### src/rtl/pwm_fine_step_pkg.sv
// constants shared by the fine step pulse width generator and its channels
// assumes one 250 MHz clock and a 32-bit AXI4-Lite register port
`default_nettype none
package pwm_fine_step_pkg;
    // register port geometry
    localparam int ADDR_W = 8;
    localparam int DATA_W = 32;
    localparam int NUM_CH = 2;

    // register byte offsets
    localparam logic [ADDR_W-1:0] OFF_PULSE_WEIGHT_CH2 = 8'h00;
    localparam logic [ADDR_W-1:0] OFF_PULSE_WEIGHT_CH3 = 8'h04;
    localparam logic [ADDR_W-1:0] OFF_RATE_MULT_CH3_CH2 = 8'h08;
    localparam logic [ADDR_W-1:0] OFF_CHANNEL_ENABLE = 8'h0c;
    localparam logic [ADDR_W-1:0] OFF_STATUS = 8'h10;

    // pulse weight register fields
    localparam int PW_WEIGHT_LSB = 0;
    localparam int PW_WEIGHT_W = 6;
    localparam int PW_POL_BIT = 6;
    localparam int PW_RSVD_BIT = 7;
    localparam logic PW_RSVD_VALUE = 1'b1;
    localparam int RATE_W = 4;

    // reset values of the software registers
    localparam logic [6:0] PW_RESET = 7'h00;
    localparam logic [7:0] RATE_RESET = 8'h00;
    localparam logic [1:0] ENABLE_RESET = 2'h0;

    // status register fields
    localparam int STAT_COUNT_LSB = 0;
    localparam int STAT_INDEX_LSB = 6;
    localparam int STAT_EFF_CH2_LSB = 10;
    localparam int STAT_EFF_CH3_LSB = 20;

    // modulator counter
    localparam int CNT_W = 6;
    localparam int IDX_W = 4;
    localparam logic [CNT_W-1:0] CNT_MAX = 6'h3f;
    localparam logic [CNT_W-1:0] CNT_LOAD = 6'h3e;
    localparam logic [CNT_W-1:0] CNT_STEP = 6'h01;
    localparam logic [IDX_W-1:0] IDX_STEP = 4'h1;

    // axi responses
    localparam logic [1:0] RESP_OKAY = 2'h0;
    localparam logic [1:0] RESP_SLVERR = 2'h2;

    // periods of the 16-period sequence that get the extra clock
    function automatic logic rate_select(input logic [IDX_W-1:0] idx,
                                         input logic [RATE_W-1:0] rate);
        logic hit;
        hit = 1'b0;
        if (rate[0] && idx == 4'h8)
            hit = 1'b1;
        if (rate[1] && idx[2:0] == 3'h4)
            hit = 1'b1;
        if (rate[2] && idx[1:0] == 2'h2)
            hit = 1'b1;
        if (rate[3] && idx[0])
            hit = 1'b1;
        return hit;
    endfunction
endpackage
`default_nettype wire

### src/rtl/pwm_fine_step_channel.sv
// one output channel: shadowed weight, polarity, enable and widening decision
// assumes count_nxt, load and idx_next come from the shared modulator counter
`default_nettype none
module pwm_fine_step_channel
(
    // clock and reset
    input wire logic aclk,
    input wire logic aresetn,
    // shared time base
    input wire logic [pwm_fine_step_pkg::CNT_W-1:0] count_nxt,
    input wire logic load,
    input wire logic [pwm_fine_step_pkg::IDX_W-1:0] idx_next,
    // live software settings
    input wire logic [6:0] weight_pol,
    input wire logic [pwm_fine_step_pkg::RATE_W-1:0] rate,
    input wire logic enable,
    // pin
    output logic chan_out
);
    import pwm_fine_step_pkg::*;

    typedef struct packed {
        logic [PW_WEIGHT_W-1:0] weight;
        logic output_polarity;
        logic en;
        logic widen;
        logic out;
    } chan_s;

    chan_s cur_r;
    chan_s cur_nxt;
    logic active;

    // settings are sampled one clock before the lead-in slot so a period never
    // mixes old and new values
    always_comb
    begin
        cur_nxt = cur_r;
        if (load)
        begin
            cur_nxt.weight = weight_pol[PW_WEIGHT_LSB +: PW_WEIGHT_W];
            cur_nxt.output_polarity = weight_pol[PW_POL_BIT];
            cur_nxt.en = enable;
            cur_nxt.widen = rate_select(idx_next, rate);
        end
        // the extra clock sits in the slot just before the period starts
        if (count_nxt == CNT_MAX)
            active = cur_nxt.widen;
        else
            active = count_nxt < cur_nxt.weight;
        cur_nxt.out = (active && cur_nxt.en) ^ cur_nxt.output_polarity;
    end

    // state register
    always_ff @(posedge aclk)
    begin
        if (!aresetn)
            cur_r <= '0;
        else
            cur_r <= cur_nxt;
    end

    assign chan_out = cur_r.out;
endmodule
`default_nettype wire

### src/rtl/pwm_fine_step_generator.sv
// fine step pulse width generator: 6-bit modulator plus 4-bit rate multiplier
// for two channels, with an AXI4-Lite register slave
// assumes one clock, synchronous active-low reset, and an rc filter on each pin
//
// The implementer's own choices: the register offsets and the AXI4-Lite slave port.
`default_nettype none
module pwm_fine_step_generator
(
    // clock and reset
    input wire logic aclk,
    input wire logic aresetn,
    // axi write address channel
    input wire logic [pwm_fine_step_pkg::ADDR_W-1:0] s_axi_awaddr,
    input wire logic s_axi_awvalid,
    output logic s_axi_awready,
    // axi write data channel
    input wire logic [pwm_fine_step_pkg::DATA_W-1:0] s_axi_wdata,
    input wire logic [3:0] s_axi_wstrb,
    input wire logic s_axi_wvalid,
    output logic s_axi_wready,
    // axi write response channel
    output logic [1:0] s_axi_bresp,
    output logic s_axi_bvalid,
    input wire logic s_axi_bready,
    // axi read address channel
    input wire logic [pwm_fine_step_pkg::ADDR_W-1:0] s_axi_araddr,
    input wire logic s_axi_arvalid,
    output logic s_axi_arready,
    // axi read data channel
    output logic [pwm_fine_step_pkg::DATA_W-1:0] s_axi_rdata,
    output logic [1:0] s_axi_rresp,
    output logic s_axi_rvalid,
    input wire logic s_axi_rready,
    // outputs to the external filters
    output logic pwm_out_ch2,
    output logic pwm_out_ch3
);
    import pwm_fine_step_pkg::*;

    typedef enum logic {wr_accept, wr_resp} write_e;
    typedef enum logic {rd_accept, rd_data} read_e;

    typedef struct packed {
        // write side of the slave
        write_e wr;
        logic awready;
        logic wready;
        logic bvalid;
        logic [1:0] bresp;
        logic aw_got;
        logic w_got;
        logic [ADDR_W-1:0] waddr;
        logic [7:0] wbyte;
        logic wlane;
        // read side of the slave
        read_e rd;
        logic arready;
        logic rvalid;
        logic [DATA_W-1:0] rdata;
        logic [1:0] rresp;
        // modulator time base
        logic [CNT_W-1:0] count;
        logic [IDX_W-1:0] idx;
        // software registers, polarity above six weight bits
        logic [NUM_CH-1:0][6:0] pw;
        logic [7:0] rate;
        logic [NUM_CH-1:0] en;
    } state_s;

    state_s cur_r;
    state_s cur_nxt;

    logic aw_fire;
    logic w_fire;
    logic have_aw;
    logic have_w;
    logic [ADDR_W-1:0] wr_addr;
    logic [7:0] wr_byte;
    logic wr_lane;
    logic [ADDR_W-1:0] rd_word;
    logic [ADDR_W-1:0] wr_word;
    logic [DATA_W-1:0] rd_value;
    logic rd_hit;
    logic wr_hit;
    logic [NUM_CH-1:0][9:0] eff_value;
    logic [CNT_W-1:0] count_nxt;
    logic load;
    logic [IDX_W-1:0] idx_next;
    logic [NUM_CH-1:0] chan_pins;

    // combined 10-bit value {weight, rate nibble} per channel, without enable or polarity applied
    always_comb
    begin
        for (int c = 0; c < NUM_CH; c++)
            eff_value[c] = {cur_r.pw[c][PW_WEIGHT_W-1:0], cur_r.rate[RATE_W*c +: RATE_W]};
    end

    // time base taps handed to the channels; load fires one clock ahead of the
    // lead-in slot so the widening decision is ready when the slot begins
    assign count_nxt = cur_r.count + CNT_STEP;
    assign load = cur_r.count == CNT_LOAD;
    assign idx_next = cur_r.idx + IDX_STEP;

    // word-aligned addresses, byte offset bits ignored
    assign rd_word = {s_axi_araddr[ADDR_W-1:2], 2'b00};
    assign wr_word = {wr_addr[ADDR_W-1:2], 2'b00};

    // read decode; unmapped words return zero with an error response
    always_comb
    begin
        rd_value = '0;
        rd_hit = 1'b1;
        unique case (rd_word)
            OFF_PULSE_WEIGHT_CH2:
                rd_value[7:0] = {PW_RSVD_VALUE, cur_r.pw[0]};
            OFF_PULSE_WEIGHT_CH3:
                rd_value[7:0] = {PW_RSVD_VALUE, cur_r.pw[1]};
            OFF_RATE_MULT_CH3_CH2:
                rd_value[7:0] = cur_r.rate;
            OFF_CHANNEL_ENABLE:
                rd_value[NUM_CH-1:0] = cur_r.en;
            OFF_STATUS:
            begin
                rd_value[STAT_COUNT_LSB +: CNT_W] = cur_r.count;
                rd_value[STAT_INDEX_LSB +: IDX_W] = cur_r.idx;
                rd_value[STAT_EFF_CH2_LSB +: 10] = eff_value[0];
                rd_value[STAT_EFF_CH3_LSB +: 10] = eff_value[1];
            end
            default:
                rd_hit = 1'b0;
        endcase
    end

    // write decode; the status word is read only and silently ignores writes
    always_comb
    begin
        unique case (wr_word)
            OFF_PULSE_WEIGHT_CH2,
            OFF_PULSE_WEIGHT_CH3,
            OFF_RATE_MULT_CH3_CH2,
            OFF_CHANNEL_ENABLE,
            OFF_STATUS:
                wr_hit = 1'b1;
            default:
                wr_hit = 1'b0;
        endcase
    end

    // address and data may arrive in either order or together; the fresh
    // handshake is used directly so a paired write costs no extra clock
    assign aw_fire = s_axi_awvalid && cur_r.awready;
    assign w_fire = s_axi_wvalid && cur_r.wready;
    assign have_aw = cur_r.aw_got || aw_fire;
    assign have_w = cur_r.w_got || w_fire;
    assign wr_addr = cur_r.aw_got ? cur_r.waddr : s_axi_awaddr;
    assign wr_byte = cur_r.w_got ? cur_r.wbyte : s_axi_wdata[7:0];
    assign wr_lane = cur_r.w_got ? cur_r.wlane : s_axi_wstrb[0];

    // next state of the whole block
    always_comb
    begin
        cur_nxt = cur_r;

        // free-running counter; the six-bit width gives the wrap at 64
        cur_nxt.count = count_nxt;
        if (cur_r.count == CNT_MAX)
            cur_nxt.idx = idx_next;

        // capture whichever write half arrives first
        if (aw_fire)
        begin
            cur_nxt.aw_got = 1'b1;
            cur_nxt.waddr = s_axi_awaddr;
            cur_nxt.awready = 1'b0;
        end
        if (w_fire)
        begin
            cur_nxt.w_got = 1'b1;
            cur_nxt.wbyte = s_axi_wdata[7:0];
            cur_nxt.wlane = s_axi_wstrb[0];
            cur_nxt.wready = 1'b0;
        end

        // write sequencing
        unique case (cur_r.wr)
            wr_accept:
            begin
                if (have_aw && have_w)
                begin
                    // registers are eight bits wide, so only lane 0 matters
                    if (wr_lane)
                    begin
                        if (wr_word == OFF_PULSE_WEIGHT_CH2)
                            cur_nxt.pw[0] = wr_byte[6:0];
                        if (wr_word == OFF_PULSE_WEIGHT_CH3)
                            cur_nxt.pw[1] = wr_byte[6:0];
                        if (wr_word == OFF_RATE_MULT_CH3_CH2)
                            cur_nxt.rate = wr_byte;
                        if (wr_word == OFF_CHANNEL_ENABLE)
                            cur_nxt.en = wr_byte[NUM_CH-1:0];
                    end
                    cur_nxt.bresp = wr_hit ? RESP_OKAY : RESP_SLVERR;
                    cur_nxt.bvalid = 1'b1;
                    cur_nxt.aw_got = 1'b0;
                    cur_nxt.w_got = 1'b0;
                    cur_nxt.awready = 1'b0;
                    cur_nxt.wready = 1'b0;
                    cur_nxt.wr = wr_resp;
                end
            end
            wr_resp:
            begin
                // both readies stay low until the response is taken, which
                // keeps a single write in flight
                if (s_axi_bready)
                begin
                    cur_nxt.bvalid = 1'b0;
                    cur_nxt.awready = 1'b1;
                    cur_nxt.wready = 1'b1;
                    cur_nxt.wr = wr_accept;
                end
            end
        endcase

        // read sequencing
        unique case (cur_r.rd)
            rd_accept:
            begin
                if (s_axi_arvalid && cur_r.arready)
                begin
                    cur_nxt.rdata = rd_value;
                    cur_nxt.rresp = rd_hit ? RESP_OKAY : RESP_SLVERR;
                    cur_nxt.rvalid = 1'b1;
                    cur_nxt.arready = 1'b0;
                    cur_nxt.rd = rd_data;
                end
            end
            rd_data:
            begin
                if (s_axi_rready)
                begin
                    cur_nxt.rvalid = 1'b0;
                    cur_nxt.arready = 1'b1;
                    cur_nxt.rd = rd_accept;
                end
            end
        endcase
    end

    // state register; readies come up high so the first request is taken at once
    always_ff @(posedge aclk)
    begin
        if (!aresetn)
        begin
            cur_r <= '0;
            cur_r.awready <= 1'b1;
            cur_r.wready <= 1'b1;
            cur_r.arready <= 1'b1;
            cur_r.pw <= {PW_RESET, PW_RESET};
            cur_r.rate <= RATE_RESET;
            cur_r.en <= ENABLE_RESET;
        end
        else
        begin
            cur_r <= cur_nxt;
        end
    end

    // one channel per weight register; the rate register is split by nibble
    for (genvar g = 0; g < NUM_CH; g++)
    begin : g_chan
        pwm_fine_step_channel u_chan
        (
            .aclk(aclk),
            .aresetn(aresetn),
            .count_nxt(count_nxt),
            .load(load),
            .idx_next(idx_next),
            .weight_pol(cur_r.pw[g]),
            .rate(cur_r.rate[RATE_W*g +: RATE_W]),
            .enable(cur_r.en[g]),
            .chan_out(chan_pins[g])
        );
    end

    // pin and bus outputs, each the q of a flip-flop
    assign pwm_out_ch2 = chan_pins[0];
    assign pwm_out_ch3 = chan_pins[1];
    assign s_axi_awready = cur_r.awready;
    assign s_axi_wready = cur_r.wready;
    assign s_axi_bvalid = cur_r.bvalid;
    assign s_axi_bresp = cur_r.bresp;
    assign s_axi_arready = cur_r.arready;
    assign s_axi_rvalid = cur_r.rvalid;
    assign s_axi_rdata = cur_r.rdata;
    assign s_axi_rresp = cur_r.rresp;
endmodule
`default_nettype wire

### config.mk
export PLATFORM = sky130hd
export DESIGN_NAME = pwm_fine_step_generator
export DESIGN_NICKNAME = d
export VERILOG_FILES = /design/src/rtl/pwm_fine_step_pkg.sv /design/src/rtl/pwm_fine_step_channel.sv /design/src/rtl/pwm_fine_step_generator.sv
export SDC_FILE = /design/constraint.sdc
export NUM_CORES = 1
export LEC_CHECK = 0
export BUFFER_PORTS_ARGS = -buffer_cell sky130_fd_sc_hd__buf_2
export CELL_PAD_IN_SITES_DETAIL_PLACEMENT = 1
export CELL_PAD_IN_SITES_GLOBAL_PLACEMENT = 1
export CORE_MARGIN = 2
export CORE_UTILIZATION = 42
export DETAILED_ROUTE_END_ITERATION = 12
export GPL_TIMING_DRIVEN = 0
export PLACE_DENSITY_LB_ADDON = 0.05
export RECOVER_POWER = 25
export SYNTH_ARGS = -nofsm -noshare
export SYNTH_HDL_FRONTEND = slang
export SYNTH_HIERARCHICAL = 1
export SYNTH_SLANG_ARGS = --single-unit
### constraint.sdc
create_clock -name aclk -period 2.9 [get_ports aclk]
set_clock_uncertainty 0.05 [all_clocks]
set_input_delay 0.29 -clock aclk [delete_from_list [all_inputs] [get_ports aclk]]
set_output_delay 0.29 -clock aclk [all_outputs]
set_load 0.02 [all_outputs]
==> results of run 1 <==
## state kept, by name, indices dropped and copies added, names as in the netlist
signal	cells
s_axi_bvalid	1
s_axi_bresp	1
s_axi_awready	1
s_axi_rresp	1
g_chan.u_chan/cur_r	18
cur_r	53
s_axi_rvalid	1
s_axi_rdata	30
g_chan.u_chan/chan_out	2
s_axi_arready	1
s_axi_wready	1
## cells in the mapped netlist, types with 13 or more instances
cell type | count | area, um2
sky130_fd_sc_hd__dfxtp_1 | 110 | 2200
sky130_fd_sc_hd__nand2_1 | 101 | 379
sky130_fd_sc_hd__a21boi_0 | 41 | 308
sky130_fd_sc_hd__mux2i_1 | 40 | 400
sky130_fd_sc_hd__buf_4 | 36 | 270
sky130_fd_sc_hd__nand3_1 | 33 | 165
sky130_fd_sc_hd__clkbuf_1 | 20 | 75.1
sky130_fd_sc_hd__nor2b_1 | 20 | 125
sky130_fd_sc_hd__o21ai_0 | 16 | 80.1
sky130_fd_sc_hd__and2_1 | 13 | 81.3
sky130_fd_sc_hd__ha_1 | 13 | 163
sky130_fd_sc_hd__mux2_2 | 13 | 146
## repair_timing
| action | in CTS | in global routing |
|---|---|---|
| buffers inserted | 0 | 4 |
| resized for setup | 0 | 9 |
| endpoints found under the setup margin | 0 | 2 |
| hold buffers | 0 | 0 |
## stage by stage
stage | hold WS [ps] | instances | TNS (ps) | setup WS (ps)
global route | 148 | 829 | -18.5 | -18.5
detailed placement | 393 | 809 | 0 | 22.2
floorplan | 368 | 575 | 0 | 408
global placement | 377 | 809 | 0 | 133
CTS | 124 | 825 | 0 | 0.233
finish | 135 | 829 | 0 | 144
## placed cells by master (no fill, tap or decap), types with 5 or more instances in the layout
master / count
sky130_fd_sc_hd__dfxtp_1: 106
sky130_fd_sc_hd__nand2_1: 101
sky130_fd_sc_hd__clkbuf_1: 57
sky130_fd_sc_hd__a21boi_0: 41
sky130_fd_sc_hd__buf_4: 40
sky130_fd_sc_hd__mux2i_1: 38
sky130_fd_sc_hd__nand3_1: 33
sky130_fd_sc_hd__buf_2: 32
sky130_fd_sc_hd__nor2b_1: 20
sky130_fd_sc_hd__o21ai_0: 16
sky130_fd_sc_hd__and2_1: 13
sky130_fd_sc_hd__mux2_2: 13
sky130_fd_sc_hd__ha_1: 13
sky130_fd_sc_hd__nor2_1: 10
sky130_fd_sc_hd__a21oi_1: 10
sky130_fd_sc_hd__clkbuf_16: 9
sky130_fd_sc_hd__a22oi_1: 6
sky130_fd_sc_hd__xnor2_1: 5
sky130_fd_sc_hd__inv_1: 5
sky130_fd_sc_hd__nand2b_1: 5
sky130_fd_sc_hd__a32oi_1: 5
sky130_fd_sc_hd__clkinvlp_4: 5
## cells by family after synthesis
kind of cell             share of synthesized area
buffers and inverters                       0.0810
adder cells (fa/ha/maj)                     0.0308
other                                     0.000710
multiplexers                                 0.116
AND/OR/NAND/NOR                              0.200
XOR/XNOR                                    0.0149
AO/OA/AOI/OAI                                0.139
flip-flops                                   0.417
## power by group through the flow
stage	Sequential, W	Combinational, W	Clock (W)
floorplan	0.00162	0.000217	0
global placement	0.00161	0.000328	0
detailed placement	0.00161	0.000339	0
CTS	0.00158	0.000341	0.00125
global route	0.00158	0.000370	0.00130
finish	0.00158	0.000335	0.00122
## area by class of cell
type	instances	share of cell area
multi-input cells	394	0.437
flip-flops and latches	110	0.361
plain buffers	65	0.0662
repair buffers	70	0.0513
clock buffers	10	0.0390
well taps	168	0.0343
clock inverters	6	0.00756
inverters	6	0.00368
## how the worst max path moves through the flow
| stage | from | endpoint | slack (ps) |
|---|---|---|---|
| after floorplan | cur_r[32] | g_chan[1].u_chan/chan_out | 410 |
| after global placement | cur_r[32] | g_chan[1].u_chan/chan_out | 130 |
| after detailed placement | cur_r[32] | g_chan[1].u_chan/chan_out | 20 |
| after CTS | cur_r[32] | g_chan[1].u_chan/chan_out | 0.2 |
| after global routing | cur_r[32] | g_chan[1].u_chan/chan_out | -20 |
| final | cur_r[32] | g_chan[1].u_chan/chan_out | 140 |
## worst reg2reg max path, stage by stage, from the launching register on
cell and delay (ps):
sky130_fd_sc_hd__dfxtp_2 390, sky130_fd_sc_hd__and4_2 300, sky130_fd_sc_hd__and2_1 190, sky130_fd_sc_hd__buf_6 180, sky130_fd_sc_hd__mux2i_2 260, sky130_fd_sc_hd__ha_1 270
sky130_fd_sc_hd__a21o_1 160, sky130_fd_sc_hd__a211oi_1 230, sky130_fd_sc_hd__o211ai_1 120, sky130_fd_sc_hd__o41ai_1 120, sky130_fd_sc_hd__mux2_1 380
## layer usage
| layer | track usage | wire (um) |
|---|---|---|
| met1 | 0.310 | 7000 |
| met2 | 0.351 | 6470 |
| met3 | 0.0379 | 557 |
| met4 | 0.0857 | 237 |
| met5 | 0 | 0 |
==> out/summary.md, run 1 <==
### Run status
* **status** finished, final reports clean

### Power and ir drop
* **power density over cell area** 511 nW/um2
* **switching share of total power** 0.271
* **Leakage Power** 2.44 nW
* **combinational share of power** 0.107
* **Sw Pwr** 0.000848 W
* **total power consumption of the routed design** 0.00313 W
* **P_int** 0.00228 W
* **Max IR drop VDD** 250 uV
* **share of power burned in the clock network** 0.389
* **proportion of power drawn by flip-flops and latches** 0.504

### Worst hold path
* **Min-Delay Endpoint** cur_r[76]
* **Hold Crit Class** primary input to flop
* **beginning of the worst hold path** s_axi_wdata[4]
* **depth of the worst hold-timing path** 3

### Final layout
* **number of filler instances in the final layout** 1466
* **fraction of layout instances using a drive strength above 1** 0.188
* **nets@finish** 728
* **area growth from synthesis to final layout** 15.9%
* **fin util** 0.503
* **register cell area after layout** 2210 um2
* **area of the multi-input gates** 2680 um2
* **Final Instance Area** 6120 um2
* **antenna diode instance count** 0

### GRT
* **largest net degree at the start of global routing** 22
* **wire length of the first global-routing pass** 22.9 mm
* **number of antenna violations at the first check in global routing** 0
* **overall fraction of global-route tracks in use** 0.224
* **overall overflow remaining after global route** 0
* **number of global-route vias before repair** 4240

### Route
* **DRT iter0 DRCs** 149
* **post-DR vias/cell** 5.17
* **final antenna-violating net count** 0
* **number of iterations in the first detailed-routing pass** 4
* **Wirelength per Cell** 17.2 um
* **total via count in the routed design** 4285
* **Post-Route WL** 14.3 mm
* **Residual DRC** 0

### Critical path
* **endpoint of the lowest-slack register-to-register path** g_chan[1].u_chan/chan_out
* **worst path bufs/invs** 1
* **slowest library cell on the worst path** sky130_fd_sc_hd__dfxtp_2
* **maximum fanout along the worst path** 10
* **number of gates on the worst path with buffers counted** 10
* **family of cells with the greatest summed delay on the critical path** multiplexers
* **Critical Path Start Type** flop
* **endpoint type of the worst setup path** flop
* **worst reg2reg setup slack** 140 ps
* **FF-to-FF path depth** 10
* **arrival time reported for the critical path endpoint** 2950 ps
* **beginning of the worst register-to-register path** cur_r[32]
* **cell chain of the critical path** and4_2 -> and2_1 -> buf_6 -> mux2i_2 -> ha_1 -> a21o_1 -> a211oi_1 -> o211ai_1 -> o41ai_1 -> mux2_1
* **delay of the slowest cell on the worst path** 390 ps
* **classification of the worst setup path** flop to flop
* **required time at the worst-slack endpoint** 3100 ps

### Clocking
* **clock network latency to the later pin of the worst-skew pair** 360 ps
* **Inserted Clock Buffers** 9
* **TritonCTS clock tree** built
* **post-CTS clock slew at the launch and capture registers of the worst setup and hold paths** 80 ps
* **Root Buffer Master** sky130_fd_sc_hd__clkbuf_16
* **number of sinks on the clock net** 110
* **H-tree levels** 3
* **Clock Path Buffers** 2

### STA
* **number of slew-limit violations in the final report** 0
* **setup-violating endpoint count in the final report** 0
* **highest attainable clock frequency** 0.363 GHz
* **share of the clock period used by the worst path after layout** 0.950
* **Final Critical Period** 2760 ps
* **Worst Max-Slew Pin Slew** 1160 ps
* **Slew HR** 0.222
* **number of hold-slack violations in the final timing report** 0

### Placement
* **I/O Buffers** 66
* **Post-Place Cell Area** 5830 um2
* **final weighted congestion of routability-driven global placement** 0.870
* **estimated wirelength of the detail-placed design** 10.8 mm

### Floorplan
* **total core area** 12200 um2
* **Die Area** 13500 um2
* **overall die height** 116 um
* **site row count** 40
* **top-level port count** 102
* **initial cell density of the core** 0.434
* **Die Wd** 116 um

### Synthesis
* **gate count of the mapped netlist** 572
* **number of flip-flops and latches in the synthesized netlist** 110
* **number of distinct standard cells referenced by the synthesized netlist** 52
* **synthesized cell area** 5280 um2
* **part of the Yosys area used for sequential elements** 0.417
* **number of warnings printed during yosys synthesis** 6
* **post-synthesis average cell area** 9.23 um2
* **number of flops mapped to enable cells by yosys** 0
* **async set-reset flop share out of synthesis** 0
* **Main synth FF type** sky130_fd_sc_hd__dfxtp_1

### Job
* **max-capacitance violation count** 0

(Power assumes the default switching activity.)
==> inputs of run 2 (changes only) <==
CORE_UTILIZATION = 45   (was 42)
CTS_CLUSTER_SIZE = 30   (was unset)
GPL_TIMING_DRIVEN = unset   (was 0)
clock period = 3.55 ns   (was 2.9 ns; I/O delays follow)
==> run 2 against run 1 <==
First-iteration DRC count is 7.4% lower. Combinational power down 26%. Final area fell by 6.6%. Core utilization shrank 0.28 points. Register-to-register slack better by 120 ps. Die area down 6.4%. Non-clock buffer count shrank 62. Clock power fell by 13%. Fmax decreased by 16%. Sequential share of layout area is 2.5 points higher. Sequential power shrank 18%. Critical path type unchanged.
==> out/summary.md, run 2 (synthesis results as in run 1) <==
### Floorplan
* **top-level port count** 102
* **Die Wd** 112 um
* **site row count** 39
* **total core area** 11400 um2
* **Die Area** 12600 um2
* **initial cell density of the core** 0.462
* **overall die height** 112 um

### Clocking
* **number of sinks on the clock net** 110
* **number of hold buffers added after CTS** 0
* **H-tree levels** 3
* **post-CTS clock slew at the launch and capture registers of the worst setup and hold paths** 70 ps
* **count of buffers added by post-CTS timing repair for setup** 0
* **PostCTS Resize Cnt** 0
* **TritonCTS clock tree** built
* **Inserted Clock Buffers** 9
* **Root Buffer Master** sky130_fd_sc_hd__clkbuf_16
* **clock network latency to the later pin of the worst-skew pair** 350 ps
* **Clock Path Buffers** 2

### STA
* **number of slew-limit violations in the final report** 0
* **Worst Max-Slew Pin Slew** 1410 ps
* **setup-violating endpoint count in the final report** 0
* **Final Critical Period** 3280 ps
* **Slew HR** 0.0611
* **setup TNS after final layout** 0 ps
* **unrepaired setup endpoints after global routing** false
* **number of hold-slack violations in the final timing report** 0
* **share of the clock period used by the worst path after layout** 0.925
* **highest attainable clock frequency** 0.304 GHz

### GRT
* **number of global-route vias before repair** 4163
* **number of antenna violations at the first check in global routing** 0
* **overall fraction of global-route tracks in use** 0.220
* **largest net degree at the start of global routing** 55
* **overall overflow remaining after global route** 0
* **wire length of the first global-routing pass** 21.8 mm

### Final layout
* **antenna diode instance count** 0
* **area of the multi-input gates** 2660 um2
* **leading cell type in the layout, fill and taps excluded** sky130_fd_sc_hd__dfxtp_1
* **area growth from synthesis to final layout** 8.25%
* **fin util** 0.501
* **number of flip-flops under the largest register name** 53
* **number of filler instances in the final layout** 1332
* **largest reg by FF count** cur_r
* **commonest non-fill, non-tap cells in the layout** 110 x sky130_fd_sc_hd__dfxtp_1, 101 x sky130_fd_sc_hd__nand2_1, 41 x sky130_fd_sc_hd__a21boi_0
* **register cell area after layout** 2200 um2
* **post-route insts no fill** 741
* **nets@finish** 666
* **Final Instance Area** 5720 um2
* **fraction of layout instances using a drive strength above 1** 0.140

### Power and ir drop
* **Leakage Power** 2.26 nW
* **Max IR drop VDD** 264 uV
* **power density over cell area** 455 nW/um2

### Route
* **final antenna-violating net count** 0
* **Residual DRC** 0
* **number of iterations in the first detailed-routing pass** 4
* **total via count in the routed design** 4038
* **post-DR vias/cell** 5.45
* **Post-Route WL** 13.3 mm
* **Wirelength per Cell** 18.0 um
* **DRT iter0 DRCs** 138

### Placement
* **estimated wirelength of the detail-placed design** 9.77 mm
* **Post-Place Cell Area** 5450 um2
* **post-placement cell count** 726
* **final weighted congestion of routability-driven global placement** 0.819
* **I/O Buffers** 66

### Worst hold path
* **Hold Crit Class** primary input to flop

### Job
* **max-capacitance violation count** 0

### Critical path
* **required time at the worst-slack endpoint** 3740 ps
* **arrival time reported for the critical path endpoint** 3480 ps
* **endpoint type of the worst setup path** flop
* **slowest library cell on the worst path** sky130_fd_sc_hd__and2_1
* **classification of the worst setup path** flop to flop
* **Critical Path Start Type** flop
* **maximum fanout along the worst path** 15
* **delay of the slowest cell on the worst path** 790 ps
* **cell chain of the critical path** and4_1 -> and2_1 -> mux2i_1 -> ha_1 -> a21o_1 -> a211oi_1 -> o211ai_1 -> o41ai_1 -> mux2_1

### Run status
* **status** finished, final reports clean

## run 2: cell types whose count changed in the layout (fill, tap and decap cells not counted), sizes merged
cell and delta:
clkbuf -30, buf -32, clkinv +3, bufinv +2, inv -1, clkinvlp -5
## run 2: report_power, final
group,switching (W),internal [W],leakage (nW)
Clock,0.000449,0.000611,0.152
Sequential,0.0000302,0.00126,0.891
Combinational,0.000154,0.0000922,1.21
Total,0.000634,0.00197,2.26
## run 2: routing by layer
metal / GRT usage / vias up / wire length [um]
met2: 0.354 / 87 / 6210
li1: - / 1992 / -
met1: 0.300 / 1944 / 6290
met3: 0.0340 / 15 / 583
met5: 0 / - / 0
met4: 0.0805 / 0 / 235
## run 2: final cells by class
class | instances | share of cell area
Sequential cell | 110 | 0.385
Clock buffer | 10 | 0.0401
Multi-Input combinational cell | 394 | 0.466
Inverter | 6 | 0.00394
Clock inverter | 5 | 0.0131
Tap cell | 143 | 0.0313
Timing Repair Buffer | 73 | 0.0606
## run 2: metrics by stage
step           hold WS (ps)  worst slack (ps)  power [W]
6_report                211               265    0.00260
2_1_floorplan           388              1060    0.00150
3_5_place_dp            389               306    0.00157
3_3_place_gp            378               363    0.00156
5_1_grt                 220              64.3    0.00271
4_1_cts                 202               276    0.00263
## run 2: worst paths after layout
kind                  start                        end  slack [ps]  cells after the start
max reg2reg       cur_r[32]  g_chan[0].u_chan/chan_out         270                      9
min reg2reg    s_axi_bvalid               s_axi_bvalid         410                      1
min          s_axi_wdata[6]                  cur_r[78]         210                      3
max               cur_r[32]  g_chan[0].u_chan/chan_out         270                      9
## run 2: worst max-delay path: cells and delay by family (launching register included)
kind            cells  cell delay (ps)
compound gates      4              620
fa+ha+maj           1              290
flops               1              410
mux                 2              700
simple gates        2             1080
==> inputs of run 3 (changes only) <==
CORE_UTILIZATION = 42   (was 45)
clock period = 3.4 ns   (was 3.55 ns; I/O delays follow)
==> run 3 against run 2 <==
Combinational power is 4% higher. Highest routed layer unchanged. Wire length rose by 0.68%. Worst setup slack gained 200 ps. Critical path depth is 1 higher. Hold slack lost 20 ps. Non-clock buffer count unchanged. Count of clock-buffer cells in the layout up 2. The run now ends with max-capacitance violations, max-slew violations left. First-iteration DRC count up 80%. Register-to-register slack improved by 200 ps. Sequential power rose by 5%. Global-route usage decreased by 1.1 points.
==> out/summary.md, run 3 (synthesis results as in run 1) <==
### Run status
* **status** finished, violations left
* **violated checks** max-capacitance violations, max-slew violations

### STA
* **setup-violating endpoint count in the final report** 0
* **setup TNS after final layout** 0 ps
* **share of the clock period used by the worst path after layout** 0.863
* **Final Critical Period** 2930 ps
* **final-layout worst hold slack** 191 ps
* **unrepaired setup endpoints after global routing** false
* **number of hold-slack violations in the final timing report** 0
* **number of slew-limit violations in the final report** 42
* **Worst Max-Slew Pin Slew** 1680 ps
* **Slew HR** -0.118
* **highest attainable clock frequency** 0.341 GHz

### Worst hold path
* **depth of the worst hold-timing path** 3
* **Hold Crit Class** primary input to flop
* **Min-Delay Endpoint** cur_r[71]
* **beginning of the worst hold path** s_axi_wstrb[0]

### Final layout
* **number of filler instances in the final layout** 1421
* **nets@finish** 666
* **leading cell type in the layout, fill and taps excluded** sky130_fd_sc_hd__dfxtp_1
* **register cell area after layout** 2200 um2
* **area growth from synthesis to final layout** 8.25%
* **largest reg by FF count** cur_r
* **area of the multi-input gates** 2660 um2
* **antenna diode instance count** 0
* **fraction of layout instances using a drive strength above 1** 0.129
* **commonest non-fill, non-tap cells in the layout** 110 x sky130_fd_sc_hd__dfxtp_1, 101 x sky130_fd_sc_hd__nand2_1, 41 x sky130_fd_sc_hd__a21boi_0
* **post-route insts no fill** 767
* **number of flip-flops under the largest register name** 53
* **Final Instance Area** 5720 um2

### Route
* **final antenna-violating net count** 0
* **total via count in the routed design** 4011
* **Residual DRC** 0
* **DRT iter0 DRCs** 249
* **Wirelength per Cell** 17.5 um
* **post-DR vias/cell** 5.23
* **Post-Route WL** 13.4 mm
* **number of iterations in the first detailed-routing pass** 4

### Critical path
* **arrival time reported for the critical path endpoint** 3120 ps
* **beginning of the worst register-to-register path** cur_r[32]
* **worst reg2reg setup slack** 470 ps
* **endpoint of the lowest-slack register-to-register path** g_chan[0].u_chan/chan_out
* **FF-to-FF path depth** 10
* **maximum fanout along the worst path** 14
* **required time at the worst-slack endpoint** 3590 ps
* **Critical Path Start Type** flop
* **classification of the worst setup path** flop to flop
* **endpoint type of the worst setup path** flop

### Power and ir drop
* **power density over cell area** 459 nW/um2
* **total power consumption of the routed design** 0.00262 W
* **Sw Pwr** 0.000685 W
* **share of power burned in the clock network** 0.386
* **switching share of total power** 0.261
* **Leakage Power** 2.20 nW
* **combinational share of power** 0.098
* **P_int** 0.00194 W
* **proportion of power drawn by flip-flops and latches** 0.516
* **Max IR drop VDD** 344 uV

### GRT
* **met3 Resource Use GR** 0.0498
* **overall overflow remaining after global route** 0
* **number of antenna violations at the first check in global routing** 0
* **wire length of the first global-routing pass** 21.3 mm
* **overall fraction of global-route tracks in use** 0.209
* **gr busiest metal** met2
* **met2 capacity usage during global routing** 0.333
* **largest net degree at the start of global routing** 56
* **number of global-route vias before repair** 3928
* **met1 track utilization from global routing** 0.291

### Floorplan
* **initial cell density of the core** 0.434
* **overall die height** 116 um
* **Die Wd** 116 um
* **Die Area** 13500 um2
* **total core area** 12200 um2
* **top-level port count** 102
* **site row count** 40

### Clocking
* **post-CTS clock slew at the launch and capture registers of the worst setup and hold paths** 70 ps
* **count of buffers added by post-CTS timing repair for setup** 0
* **clock network latency to the later pin of the worst-skew pair** 350 ps
* **Inserted Clock Buffers** 9
* **PostCTS Resize Cnt** 0
* **TritonCTS clock tree** built
* **Clock Path Buffers** 2
* **number of hold buffers added after CTS** 0
* **H-tree levels** 3
* **number of sinks on the clock net** 110
* **Root Buffer Master** sky130_fd_sc_hd__clkbuf_16

### Placement
* **Post-Place Cell Area** 5480 um2
* **estimated wirelength of the detail-placed design** 9.86 mm
* **I/O Buffers** 66
* **post-placement cell count** 751
* **final weighted congestion of routability-driven global placement** 0.857

### Job
* **max-capacitance violation count** 1

==> run 3: cell types whose count changed in the layout (fill, tap and decap cells not counted), sizes merged <==
cell,change
clkinvlp,+2
clkbuf,+9
clkinv,-1
buf,-7
bufinv,-2
==> run 3: through the flow <==
step                       util  worst slack, ps
after detailed placement  0.451              509
after floorplan               -              908
after global routing      0.470              218
final                     0.470              465
after CTS                 0.473              488
after global placement    0.451              556
==> run 3: final cells by class <==
| class | count | area share |
|---|---|---|
| Sequential cell | 110 | 0.385 |
| Clock buffer | 12 | 0.0431 |
| Clock inverter | 4 | 0.00569 |
| Inverter | 6 | 0.00394 |
| Multi-Input combinational cell | 394 | 0.466 |
| Tap cell | 168 | 0.0368 |
| Timing Repair Buffer | 73 | 0.0595 |
==> run 3: critical path: stages (launching register included) <==
cell and delay (ps):
sky130_fd_sc_hd__dfxtp_1 410, sky130_fd_sc_hd__and4_1 320, sky130_fd_sc_hd__and2_1 180, sky130_fd_sc_hd__buf_4 260, sky130_fd_sc_hd__mux2i_1 300, sky130_fd_sc_hd__ha_1 290, sky130_fd_sc_hd__a21o_1 170, sky130_fd_sc_hd__a211oi_1 230
sky130_fd_sc_hd__o211ai_1 120, sky130_fd_sc_hd__o41ai_1 120, sky130_fd_sc_hd__mux2_1 370
==> run 3: worst max-delay path by stage <==
stage	slack, ps	depth (start not counted)	to	start
after floorplan	910	10	g_chan[1].u_chan/chan_out	cur_r[32]
after global placement	560	10	g_chan[0].u_chan/chan_out	cur_r[30]
after detailed placement	510	10	g_chan[0].u_chan/chan_out	cur_r[32]
after CTS	490	10	g_chan[0].u_chan/chan_out	cur_r[32]
after global routing	220	10	g_chan[0].u_chan/chan_out	cur_r[32]
final	470	10	g_chan[0].u_chan/chan_out	cur_r[32]
==> run 3: metal layers <==
| metal | up-vias | share of wire |
|---|---|---|
| met5 | - | 0 |
| met3 | 10 | 0.045 |
| met1 | 1938 | 0.48 |
| li1 | 1985 | - |
| met2 | 78 | 0.47 |
| met4 | 0 | 0.0087 |
==> run 3: power groups by stage <==
stage                     Sequential (W)  Combinational, W  Clock, W
after floorplan                  0.00138          0.000185         0
after global placement           0.00138          0.000254         0
after detailed placement         0.00138          0.000262         0
after CTS                        0.00135          0.000263   0.00103
after global routing             0.00136          0.000286   0.00109
final                            0.00135          0.000258   0.00101
